[src/hdl/css_pkg.sv]
/*
 * Constants for the conditional-sign summation slice: instruction field
 * positions, instruction codes, effect bits, reset values and timing.
 * Assumes a 32-bit datapath and a single 50 MHz clock.
 */
package css_pkg;
    localparam int          CSS_DW          = 32;
    localparam int          CSS_AW          = 9;
    localparam int          CSS_IW          = 32;
    // instruction field positions
    localparam int          CSS_OP_LSB      = 26;
    localparam int          CSS_EFF_Z       = 25;
    localparam int          CSS_EFF_C       = 24;
    localparam int          CSS_EFF_R       = 23;
    localparam int          CSS_EFF_I       = 22;
    localparam int          CSS_CON_LSB     = 18;
    localparam int          CSS_DST_LSB     = 9;
    localparam int          CSS_SRC_LSB     = 0;
    // instruction codes
    localparam logic [5:0]  CSS_OP_NEG_UNLESS_SPILL = 6'h25;
    localparam logic [5:0]  CSS_OP_NEG_WHEN_NIL     = 6'h26;
    localparam logic [5:0]  CSS_OP_NEG_UNLESS_NIL   = 6'h27;
    localparam logic [3:0]  CSS_CON_ALWAYS  = 4'hF;
    // cycles per instruction and stage indices
    localparam logic [1:0]  CSS_LAST_STAGE  = 2'h3;
    localparam logic [1:0]  CSS_STAGE_RST   = 2'h0;
    localparam logic        CSS_FLAG_RST    = 1'b0;
    localparam logic [31:0] CSS_WORD_RST    = 32'h0000_0000;

    typedef enum logic [1:0] {
        CSS_VAR_UNLESS_SPILL,
        CSS_VAR_UNLESS_NIL,
        CSS_VAR_WHEN_NIL
    } css_var_e;
endpackage

[src/hdl/css_sum_if.sv]
/*
 * Carrier between the sequencer and the summing core of the slice.
 * Assumes both ends on the same clock.
 */
`timescale 1ns/1ns
interface css_sum_if;
    logic [31:0] dest_operand;
    logic [31:0] src_operand;
    logic        negate;
    logic [31:0] sum;
    logic        nil;
    logic        ovf;
    modport seq  (output dest_operand, output src_operand, output negate, input sum, input nil, input ovf);
    modport core (input dest_operand, input src_operand, input negate, output sum, output nil, output ovf);
endinterface

[src/hdl/css_sum_core.sv]
/*
 * Registered conditional-sign adder: dest +/- src with zero and signed
 * overflow detection. Assumes operands held stable for one clock.
 */
`timescale 1ns/1ns
module css_sum_core (
    input  wire logic clk,
    input  wire logic rst_b,
    css_sum_if.core   sif
);
    import css_pkg::*;

    logic [31:0] sum_r, sum_nxt;
    logic        nil_r, nil_nxt;
    logic        ovf_r, ovf_nxt;
    logic [31:0] addend;

    always_comb begin
        addend  = sif.negate ? (~sif.src_operand + 32'h0000_0001) : sif.src_operand;
        sum_nxt = sif.dest_operand + addend;                     // wraps mod 2^32 [RULE10]
        nil_nxt = (sum_nxt == CSS_WORD_RST);
        // overflow from true operand signs; negating the minimum word flips sign too
        ovf_nxt = (sif.dest_operand[31] == (sif.src_operand[31] ^ sif.negate))
                  && (sum_nxt[31] != sif.dest_operand[31])
                  && !(sif.negate && sif.src_operand == 32'h8000_0000) ||
                  (sif.negate && sif.src_operand == 32'h8000_0000 && !sif.dest_operand[31]); // [RULE10]
    end

    always_ff @(posedge clk or negedge rst_b) begin
        if (!rst_b) begin
            sum_r <= CSS_WORD_RST;
            nil_r <= CSS_FLAG_RST;
            ovf_r <= CSS_FLAG_RST;
        end else begin
            sum_r <= sum_nxt;
            nil_r <= nil_nxt;
            ovf_r <= ovf_nxt;
        end
    end

    assign sif.sum = sum_r;
    assign sif.nil = nil_r;
    assign sif.ovf = ovf_r;

    chk_sum_value: assert property (@(posedge clk) disable iff (!rst_b) // [RULE10]
        1'b1 |=> sum_r == $past(sif.dest_operand) + ($past(sif.negate) ? -$past(sif.src_operand)
                                                                     : $past(sif.src_operand)))
        else $error("sum mismatch");
endmodule

[src/hdl/css_alu.sv]
/*
 * Conditional-sign summation slice of a processor core.
 * Assumes the decoder holds instr while busy, the register file answers a
 * read in the same cycle, and the flag state is kept here.
 */
// Overview of operation
// RULE1: spill-conditioned: spill 1 adds, 0 subtracts
// RULE2: nil-conditioned inverse: nil 1 adds, 0 subtracts
// RULE3: nil-conditioned direct: nil 1 subtracts, 0 adds
// RULE4: nil update sets flag on zero sum
// RULE5: spill update sets flag on signed overflow
// RULE6: write back unless no_writeback; flags only then (code updates flags from their effect bits even with no_writeback)
// RULE7: source from register or 9-bit immediate
// RULE8: code 100101, effects 001i, always, 4 clocks
// RULE9: destination field addresses operand and result
// RULE10: 32-bit wrapping sum, signed overflow detect
// RULE11: zero variants distinct codes, same layout, timing
`timescale 1ns/1ns
module css_alu (
    input  wire logic                         clk,
    input  wire logic                         rst_b,
    input  wire logic                         issue,
    input  wire logic [css_pkg::CSS_IW-1:0]   instr,
    output logic                              busy,
    output logic                              done,
    output logic                              illegal,
    output logic      [css_pkg::CSS_AW-1:0]   rd_addr_a,
    output logic      [css_pkg::CSS_AW-1:0]   rd_addr_b,
    input  wire logic [css_pkg::CSS_DW-1:0]   rd_data_a,
    input  wire logic [css_pkg::CSS_DW-1:0]   rd_data_b,
    output logic                              wr_en,
    output logic      [css_pkg::CSS_AW-1:0]   wr_addr,
    output logic      [css_pkg::CSS_DW-1:0]   wr_data,
    output logic                              nil_flag,
    output logic                              spill_flag
);
    import css_pkg::*;

    typedef enum logic [1:0] {CSS_IDLE, CSS_FETCH, CSS_ADD, CSS_WRITE} css_state_e;

    css_state_e        state_r, state_nxt;
    logic [31:0]       ins_r, ins_nxt;
    logic [CSS_AW-1:0] rd_a_r, rd_a_nxt, rd_b_r, rd_b_nxt, wa_r, wa_nxt;
    logic              busy_r, busy_nxt, done_r, done_nxt, ill_r, ill_nxt;
    logic              we_r, we_nxt, nil_r, nil_nxt, spill_r, spill_nxt;
    logic [31:0]       wd_r, wd_nxt;
    logic [31:0]       dop_r, dop_nxt, sop_r, sop_nxt;
    logic              neg_r, neg_nxt;
    logic              op_ok;
    css_var_e          var_sel;
    // check aid only: nothing in the datapath reads it
    logic [32:0]       ref_sum;

    css_sum_if sif ();
    css_sum_core u_core (
        .clk   (clk),
        .rst_b (rst_b),
        .sif   (sif)
    );
    assign sif.dest_operand = dop_r;
    assign sif.src_operand  = sop_r;
    assign sif.negate       = neg_r;

    // decode of the three variants; same field layout for all [RULE11]
    always_comb begin
        op_ok   = 1'b1;
        var_sel = CSS_VAR_UNLESS_SPILL;
        case (instr[CSS_OP_LSB +: 6])
            CSS_OP_NEG_UNLESS_SPILL: var_sel = CSS_VAR_UNLESS_SPILL; // [RULE8]
            CSS_OP_NEG_UNLESS_NIL:   var_sel = CSS_VAR_UNLESS_NIL;   // [RULE11]
            CSS_OP_NEG_WHEN_NIL:     var_sel = CSS_VAR_WHEN_NIL;     // [RULE11]
            default:                 op_ok   = 1'b0;
        endcase
    end

    always_comb begin
        state_nxt = state_r;
        ins_nxt   = ins_r;
        rd_a_nxt  = rd_a_r;
        rd_b_nxt  = rd_b_r;
        wa_nxt    = wa_r;
        busy_nxt  = busy_r;
        done_nxt  = 1'b0;
        ill_nxt   = 1'b0;
        we_nxt    = 1'b0;
        wd_nxt    = wd_r;
        nil_nxt   = nil_r;
        spill_nxt = spill_r;
        dop_nxt   = dop_r;
        sop_nxt   = sop_r;
        neg_nxt   = neg_r;
        case (state_r)
            CSS_IDLE: begin
                if (issue) begin
                    if (op_ok) begin
                        ins_nxt   = instr;
                        rd_a_nxt  = instr[CSS_DST_LSB +: CSS_AW];          // [RULE9]
                        rd_b_nxt  = instr[CSS_SRC_LSB +: CSS_AW];
                        busy_nxt  = 1'b1;
                        state_nxt = CSS_FETCH;
                        case (var_sel)
                            CSS_VAR_UNLESS_SPILL: neg_nxt = !spill_r;      // [RULE1]
                            CSS_VAR_UNLESS_NIL:   neg_nxt = !nil_r;        // [RULE2]
                            CSS_VAR_WHEN_NIL:     neg_nxt = nil_r;         // [RULE3]
                            default:              neg_nxt = 1'b0;
                        endcase
                    end else begin
                        ill_nxt = 1'b1;
                    end
                end
            end
            CSS_FETCH: begin
                dop_nxt   = rd_data_a;
                // immediate is the zero-extended 9-bit source field
                sop_nxt   = ins_r[CSS_EFF_I] ? {23'h000000, ins_r[CSS_SRC_LSB +: CSS_AW]} : rd_data_b; // [RULE7]
                state_nxt = CSS_ADD;
            end
            CSS_ADD: state_nxt = CSS_WRITE;
            CSS_WRITE: begin
                if (ins_r[CSS_EFF_Z]) nil_nxt = sif.nil;               // [RULE4]
                if (ins_r[CSS_EFF_C]) spill_nxt = sif.ovf;             // [RULE5]
                we_nxt    = ins_r[CSS_EFF_R];                          // [RULE6]
                wa_nxt    = ins_r[CSS_DST_LSB +: CSS_AW];              // [RULE9]
                wd_nxt    = sif.sum;
                done_nxt  = 1'b1;
                busy_nxt  = 1'b0;
                state_nxt = CSS_IDLE;                                  // 4 clocks [RULE8]
            end
            default: state_nxt = CSS_IDLE;
        endcase
    end

    always_ff @(posedge clk or negedge rst_b) begin
        if (!rst_b) begin
            state_r <= CSS_IDLE;
            ins_r   <= CSS_WORD_RST;
            rd_a_r  <= '0;
            rd_b_r  <= '0;
            wa_r    <= '0;
            busy_r  <= CSS_FLAG_RST;
            done_r  <= CSS_FLAG_RST;
            ill_r   <= CSS_FLAG_RST;
            we_r    <= CSS_FLAG_RST;
            wd_r    <= CSS_WORD_RST;
            nil_r   <= CSS_FLAG_RST;
            spill_r <= CSS_FLAG_RST;
            dop_r   <= CSS_WORD_RST;
            sop_r   <= CSS_WORD_RST;
            neg_r   <= CSS_FLAG_RST;
        end else begin
            state_r <= state_nxt;
            ins_r   <= ins_nxt;
            rd_a_r  <= rd_a_nxt;
            rd_b_r  <= rd_b_nxt;
            wa_r    <= wa_nxt;
            busy_r  <= busy_nxt;
            done_r  <= done_nxt;
            ill_r   <= ill_nxt;
            we_r    <= we_nxt;
            wd_r    <= wd_nxt;
            nil_r   <= nil_nxt;
            spill_r <= spill_nxt;
            dop_r   <= dop_nxt;
            sop_r   <= sop_nxt;
            neg_r   <= neg_nxt;
        end
    end

    assign busy       = busy_r;
    assign done       = done_r;
    assign illegal    = ill_r;
    assign rd_addr_a  = rd_a_r;
    assign rd_addr_b  = rd_b_r;
    assign wr_en      = we_r;
    assign wr_addr    = wa_r;
    assign wr_data    = wd_r;
    assign nil_flag   = nil_r;
    assign spill_flag = spill_r;

    // one bit wider than the datapath so overflow is read off the top two bits,
    // independent of the core's own overflow terms; operands hold until the next fetch
    assign ref_sum = neg_r ? ({dop_r[31], dop_r} - {sop_r[31], sop_r})
                           : ({dop_r[31], dop_r} + {sop_r[31], sop_r});

    chk_four_clock_done: assert property (@(posedge clk) disable iff (!rst_b) // [RULE8]
        (state_r == CSS_IDLE && issue && op_ok) |-> ##4 done_r)
        else $error("instruction did not finish in 4 clocks");
    chk_spill_sign_sel: assert property (@(posedge clk) disable iff (!rst_b) // [RULE1]
        (state_r == CSS_IDLE && issue && instr[CSS_OP_LSB +: 6] == CSS_OP_NEG_UNLESS_SPILL) |=> neg_r == !$past(spill_r))
        else $error("spill-conditioned sign wrong");
    chk_nil_inv_sel: assert property (@(posedge clk) disable iff (!rst_b) // [RULE2]
        (state_r == CSS_IDLE && issue && instr[CSS_OP_LSB +: 6] == CSS_OP_NEG_UNLESS_NIL) |=> neg_r == !$past(nil_r))
        else $error("nil inverse sign wrong");
    chk_nil_dir_sel: assert property (@(posedge clk) disable iff (!rst_b) // [RULE3]
        (state_r == CSS_IDLE && issue && instr[CSS_OP_LSB +: 6] == CSS_OP_NEG_WHEN_NIL) |=> neg_r == $past(nil_r))
        else $error("nil direct sign wrong");
    chk_nil_update: assert property (@(posedge clk) disable iff (!rst_b) // [RULE4]
        done_r |-> nil_r == ($past(ins_r[CSS_EFF_Z]) ? (wd_r == 32'h0000_0000) : $past(nil_r)))
        else $error("nil flag wrong");
    chk_spill_update: assert property (@(posedge clk) disable iff (!rst_b) // [RULE5]
        (done_r && !$past(ins_r[CSS_EFF_C])) |-> spill_r == $past(spill_r))
        else $error("spill flag changed without request");
    chk_spill_value: assert property (@(posedge clk) disable iff (!rst_b) // [RULE5]
        (done_r && ins_r[CSS_EFF_C]) |-> spill_r == (ref_sum[32] ^ ref_sum[31]))
        else $error("spill flag differs from signed overflow");
    chk_writeback_gate: assert property (@(posedge clk) disable iff (!rst_b) // [RULE6]
        wr_en |-> done_r && $past(ins_r[CSS_EFF_R]))
        else $error("write-back despite no_writeback");
    chk_write_value: assert property (@(posedge clk) disable iff (!rst_b) // [RULE10]
        wr_en |-> wr_data == ref_sum[31:0])
        else $error("written sum differs from wrapped sum");
    chk_dest_addr: assert property (@(posedge clk) disable iff (!rst_b) // [RULE9]
        wr_en |-> wr_addr == rd_addr_a)
        else $error("write address differs from operand address");
    chk_imm_source: assert property (@(posedge clk) disable iff (!rst_b) // [RULE7]
        (state_r == CSS_FETCH && ins_r[CSS_EFF_I]) |=> sop_r == {23'h000000, $past(ins_r[8:0])})
        else $error("immediate source wrong");
    // an unknown code must pulse and leave the sequencer idle
    chk_illegal_pulse: assert property (@(posedge clk) disable iff (!rst_b) // [RULE8]
        (state_r == CSS_IDLE && issue && !op_ok) |=> ill_r && state_r == CSS_IDLE)
        else $error("unknown code not refused");
    chk_busy_refusal: assert property (@(posedge clk) disable iff (!rst_b) // [RULE8]
        (busy_r && issue) |=> ins_r == $past(ins_r))
        else $error("instruction taken while busy");
endmodule

[config.mk]
export PLATFORM = sky130hd
export DESIGN_NAME = css_alu
export DESIGN_NICKNAME = d
export VERILOG_FILES = /design/src/hdl/css_pkg.sv /design/src/hdl/css_sum_if.sv /design/src/hdl/css_sum_core.sv /design/src/hdl/css_alu.sv
export SDC_FILE = /design/constraint.sdc
export NUM_CORES = 1
export LEC_CHECK = 0
export BUFFER_PORTS_ARGS = -buffer_cell sky130_fd_sc_hd__buf_2
export CAP_MARGIN = 20
export CORE_MARGIN = 2
export CORE_UTILIZATION = 40
export CTS_CLUSTER_SIZE = 28
export DETAILED_ROUTE_END_ITERATION = 8
export SLEW_MARGIN = 20
export SYNTH_ARGS = -nofsm -noshare
export SYNTH_HDL_FRONTEND = slang
export SYNTH_SLANG_ARGS = --single-unit
[constraint.sdc]
create_clock -name clk -period 4.7 [get_ports clk]
set_input_delay 0.47 -clock clk [delete_from_list [all_inputs] [get_ports clk]]
set_output_delay 0.47 -clock clk [all_outputs]
set_load 0.02 [all_outputs]
==> results of run 1 <==
[critical path: stages (launching register included)]
cell       delay [ns]
dfrtp_1          0.40
or4_4            0.53
or3_1            0.38
or2_2            0.35
o41ai_2          0.24
xnor2_1          0.26
ha_1             0.33
a21oi_1          0.21
o21a_1           0.19
a2bb2oi_1        0.26
a21oi_2          0.10
o2111ai_1        0.24
a32oi_2          0.18
xnor2_2          0.31
o22ai_1          0.14
a41o_1           0.21
[layout by cell type (no fill, tap or decap), types with 3 or more instances in the layout]
cell and count:
inv_6 5, inv_8 3, o211ai_1 8, nor2_1 31, ha_1 42, clkinvlp_4 4, nor2b_1 3, o31ai_1 9
nand3b_1 24, buf_2 158, nand2b_1 4, buf_4 23, xor2_1 12, nand2_1 46, inv_1 38, o41ai_1 3
dfrtp_1 170, mux2i_1 12, o21ai_1 3, or3_1 3, o21ai_0 55, nand3_1 8, a31oi_1 4, o21a_1 8
a21oi_1 38, nor3_1 11, a21o_1 9, mux2_2 96, clkbuf_16 17, and2_1 3, nor4_1 4, a211oi_1 3
nand4_1 7, xnor2_1 45
[sequential cells by signal (all words and copies together), names as in the netlist]
register         cells
dop_r               32
sif.src_operand     32
u_core.sif.sum      32
wr_data             32
ins_r               22
wr_addr              9
state_r              2
busy                 1
done                 1
illegal              1
neg_r                1
nil_flag             1
spill_flag           1
u_core.sif.nil       1
u_core.sif.ovf       1
wr_en                1
[worst paths after layout]
path,from,end,slack [ns],cells past startpoint
min in group clk,rd_data_a[31],dop_r[31],0.25,3
max reg2reg,sif.src_operand[6],u_core.sif.ovf,0.25,15
max in group asynchronous,rst_b,dop_r[14],3.53,2
max,sif.src_operand[6],u_core.sif.ovf,0.25,15
min reg2reg,u_core.sif.sum[28],wr_data[28],0.47,1
min,rst_b,ins_r[16],0.11,1
[cell type report]
| cell class | instances | area share (%) |
|---|---|---|
| clock buffer | 18 | 4.16 |
| clock inverter | 14 | 1.46 |
| inverter | 39 | 1.43 |
| multi-input combinational | 535 | 40.1 |
| sequential | 170 | 40.3 |
| tap | 280 | 3.32 |
| timing repair buffer | 182 | 9.23 |
[metrics by stage]
| step | cells | cell area (µm²) | worst slack, ns | hold slack, ns |
|---|---|---|---|---|
| after floorplan | 793 | 8830 | 0.442 | 0.174 |
| after global placement | 1205 | 9900 | 0.122 | 0.458 |
| after detailed placement | 1205 | 9900 | -0.0641 | 0.463 |
| after CTS | 1237 | 10500 | 0.0225 | 0.139 |
| after global routing | 1238 | 10600 | -0.00229 | 0.159 |
| final | 1238 | 10600 | 0.249 | 0.115 |
[what timing repair did]
| action | CTS | global route |
|---|---|---|
| cloned | 0 | 0 |
| setup buffers | 0 | 1 |
| resized for setup | 1 | 12 |
| endpoints found under the setup margin | 1 | 2 |
| hold buffers | 0 | 0 |
| pin swaps | 0 | 2 |
[routing by layer]
layer,wire length [µm],track usage [%]
met4,350,6.00
met1,9870,24.6
met3,699,3.56
met2,8630,26.2
met5,0,0
[cell families after synthesis]
group,count (synthesis),synth area share [%]
simple gates,161,9.87
mux,108,13.6
buf+inv,88,4.66
xor+xnor,58,5.84
flops,170,48.2
compound gates,163,11.4
fa+ha+maj,45,6.46
==> flow_metrics.tcl, run 1 <==
set metrics [dict create \
    io_pins 164 \
    cts_tree "done" \
    area_growth_pct 19.6 \
    cts_max_level 4 \
    synth_commonest_cells "dfrtp_1, mux2_2, o21ai_0" \
    setup_viol 0 \
    dp_hpwl_um 14800 \
    portBuffers 159 \
    n_fill_cell 2051 \
    synth_area_leaders "dfrtp_1, mux2_2, ha_1" \
    worst_hold_path_type "input port to async pin" \
    yosysTopAreaCellShare_pct 48.2 \
    grt_pass1_wl_um 32400 \
    crit_required_ns 5.02 \
    vias 6273 \
    syn-cell-area_mm2 0.00883 \
    die_w_um 153 \
    synth-edff-count 0 \
    synthFlopType "dfrtp_1" \
    grt_max_degree 99 \
    die_y_um 153 \
    fin_nets 1089 \
    drc 0 \
    cts_buffers 17 \
    crit_path_start_kind "register" \
    yosys.area.top_type "dfrtp_1" \
    drt_iter0_drc 328 \
    clk_pin_slew_ns 0.07 \
    cap_violations 0 \
    grt.total_usage_pct 17.2 \
    yosysWarnings 0 \
    syn_avg_cell_area_um2 11.1 \
    floorplan.rows 54 \
    cts-root-buf "clkbuf_16" \
    period_needed_ns 4.45 \
    yosysMostFrequentCell "dfrtp_1" \
    die_area_mm2 0.0233 \
    synth_seq_cells 170 \
    drv_slew 0 \
    cp.arrival_ns 4.77 \
    clockBufferDepth 2 \
    post-route-period-util_pct 94.7 \
    drt_pass1_iterations 5 \
    antenna_left 0 \
    worstMarginPinSlew_ns 1.03 \
    clock_latency_ns 0.44 \
    synth_cell_type_count 59 \
    start_util_pct 40.6 \
    syn_nets 937 \
    crit_type "register to register" \
    final-hold-violation-count 0 \
    path_max_fanout 5 \
    drt-total-wl_um 19500 \
    seq_area_mm2 0.00425 \
    antenna_found_initial 0 \
    final_layout_size_suffix_gt1_share_pct 34.8 \
    cts_num_sinks 170 \
    worst_slew_margin_rel_pct 31.4 \
    synth.yosys.seq_area_share_pct 48.2 \
    finalSetupTns_ns 0 \
    antenna_cells 0 \
    postSynthCellCount 793 \
    core-area_mm2 0.0218 \
    routedWlPerCell_um 15.8 \
    fin_skew_ns 0.0206 \
    grt_overflow 0 \
    fmax_mhz 225 \
    cp-end-kind "register" \
    multi_input_area_mm2 0.00423 \
    postLayoutCoreUtil_pct 48.5 \
    status "completed" \
    grt_pass1_vias 6367 \
    vias_per_cell 5.07 \
    async_reset_ff_share_pct 100 \
    place.gp.congestion 0.872 \
]
Power of run 1 is not shown: default switching activity piles up to over one toggle a cycle in this logic, so the estimate is an artifact.
==> inputs of run 2 (changes only) <==
==> constraint.sdc (replaced) <==
create_clock -name clk -period 4.7 [get_ports clk]
set_input_delay 0.94 -clock clk [delete_from_list [all_inputs] [get_ports clk]]
set_output_delay 0.94 -clock clk [all_outputs]
set_load 0.02 [all_outputs]
==> run 2 against run 1 <==
Against the previous run:
- utilization is 0.13 points lower
- cell count rose by 0.16%
- critical path depth unchanged
- maximum frequency decreased by 0.86%
- non-clock buffer count up 2
- die area is the same
- routed wire length fell by 0.58%
- via count fell by 0.83%
- global-route usage up 0.19 points
- worst setup slack worse by 0.039 ns
==> flow_metrics.tcl, run 2 (same netlist as run 1, synthesis figures left out) <==
set metrics [dict create \
    status "completed" \
    worstHoldPathCells 1 \
    cp.arrival_ns 4.85 \
    clock_latency_ns 0.43 \
    drv_slew 0 \
    cts_tree "done" \
    wl_met3_um 772 \
    clk_pin_slew_ns 0.06 \
    antenna_left 0 \
    cp-end-kind "register" \
    grt_setup_unrepaired "true" \
    routed.top_layer "met4" \
    critical_path.cell_chain "or4_4 > or3_1 > or2_2 > o21ai_0 > xnor2_1 > ha_1 > nand4_1 > a21oi_1 > a21oi_1 > o21ai_0 > xor2_1 > nor4_1 > nand4b_1 > nor4b_1 > and4b_1" \
    crit_required_ns 5.06 \
    fin_skew_ns 0.0111 \
    cts-hold-fix-buffers 0 \
    core-area_mm2 0.0218 \
    fin_nets 1091 \
    cts-root-buf "clkbuf_16" \
    cap_violations 0 \
    drt-total-wl_um 19400 \
    drc 0 \
    setup_viol 0 \
    antenna_cells 0 \
    grt_overflow 0 \
    path_delay_family "simple AND/OR/NAND/NOR gates" \
    met2WireLength_um 8570 \
    fmax_mhz 223 \
    grt_pass1_wl_um 32600 \
    path_max_fanout 7 \
    clockBufferDepth 2 \
    worstMarginPinSlew_ns 0.837 \
    antenna_found_initial 0 \
    reg2reg_slack_ns 0.21 \
    worst_hold_path_type "register to register" \
    io_pins 164 \
    wl_met1_um 9870 \
    place.gp.congestion 0.876 \
    slowest_delay_ns 0.54 \
    start_util_pct 40.6 \
    grt_max_degree 94 \
    crit_path_start_kind "register" \
    cts_max_level 4 \
    ff2ff_path_depth 15 \
    final_common_cell "dfrtp_1" \
    post-route-period-util_pct 95.5 \
    final_layout_size_suffix_gt1_share_pct 34.3 \
    routedWlPerCell_um 15.7 \
    r2r_end "u_core.sif.nil" \
    drt_pass1_iterations 7 \
    area_growth_pct 19.3 \
    floorplan.rows 54 \
    r2r-start "sif.src_operand[5]" \
    cts_buffers 17 \
    drt_iter0_drc 311 \
    die_area_mm2 0.0233 \
    final_cells 1240 \
    layout_common_cells "dfrtp_1, buf_2, mux2_2, o21ai_0, nand2_1" \
    grt_pass1_vias 6252 \
    portBuffers 159 \
    die_w_um 153 \
    place_inst 1207 \
    cts_num_sinks 170 \
    crit_type "register to register" \
    whs_endpoint "wr_data[17]" \
    vias 6221 \
    dp_hpwl_um 14700 \
    vias_per_cell 5.02 \
    final-hold-violation-count 0 \
    cp_num_buf_inv 0 \
    worst_slew_margin_rel_pct 44.2 \
    die_y_um 153 \
    crit_slowest_cell "or4_4" \
    grt.total_usage_pct 17.4 \
    period_needed_ns 4.49 \
    min_from "u_core.sif.sum[17]" \
]
-- run 2: worst max path at each step --
stage / from / cells past startpoint / endpoint
final: sif.src_operand[5] / 15 / u_core.sif.nil
after global routing: sif.src_operand[5] / 15 / u_core.sif.ovf
after CTS: sif.src_operand[5] / 15 / u_core.sif.nil
after detailed placement: sif.src_operand[5] / 15 / u_core.sif.nil
after global placement: sif.src_operand[5] / 15 / u_core.sif.nil
after floorplan: sif.src_operand[5] / 16 / u_core.sif.nil
-- run 2: worst register-to-register path, stage by stage, from the launching register on --
cell and delay [ns]:
dfrtp_1 0.37, or4_4 0.54, or3_1 0.39, or2_2 0.34, o21ai_0 0.22, xnor2_1 0.13, ha_1 0.46, nand4_1 0.13
a21oi_1 0.25, a21oi_1 0.13, o21ai_0 0.33, xor2_1 0.17, nor4_1 0.30, nand4b_1 0.16, nor4b_1 0.30, and4b_1 0.23
-- run 2: timing repair --
action                                  4_1_cts  5_1_grt
endpoints found under the setup margin        0        2
buffers inserted                              0        1
resized for setup                             0        5
-- run 2: metal layers --
layer	up-vias	GRT usage, %
met5	-	0
met1	2963	25.3
met3	12	3.50
li1	3117	-
met4	0	4.41
met2	129	26.8
-- run 2: per-stage QoR --
stage / util [%] / cell area [µm²] / worst slack [ns] / hold slack [ns] / TNS (ns)
final: 48.4 / 10500 / 0.210 / 0.475 / 0
after global routing: 48.4 / 10500 / -0.0571 / 0.487 / -0.107
after CTS: 48.3 / 10500 / 0.0577 / 0.479 / 0
after detailed placement: 45.6 / 9930 / 0.0513 / 0.464 / 0
after global placement: 45.6 / 9930 / 0.115 / 0.457 / 0
after floorplan: - / 8830 / 0.442 / 0.454 / 0
-- run 2: cell type report --
class,count,area [µm²]
inverter,39,151
sequential,170,4260
tap,280,350
clock buffer,21,460
fill,2081,11200
multi-input combinational,535,4200
timing repair buffer,184,1000
clock inverter,11,114
Power of run 2 is left out for the same reason.
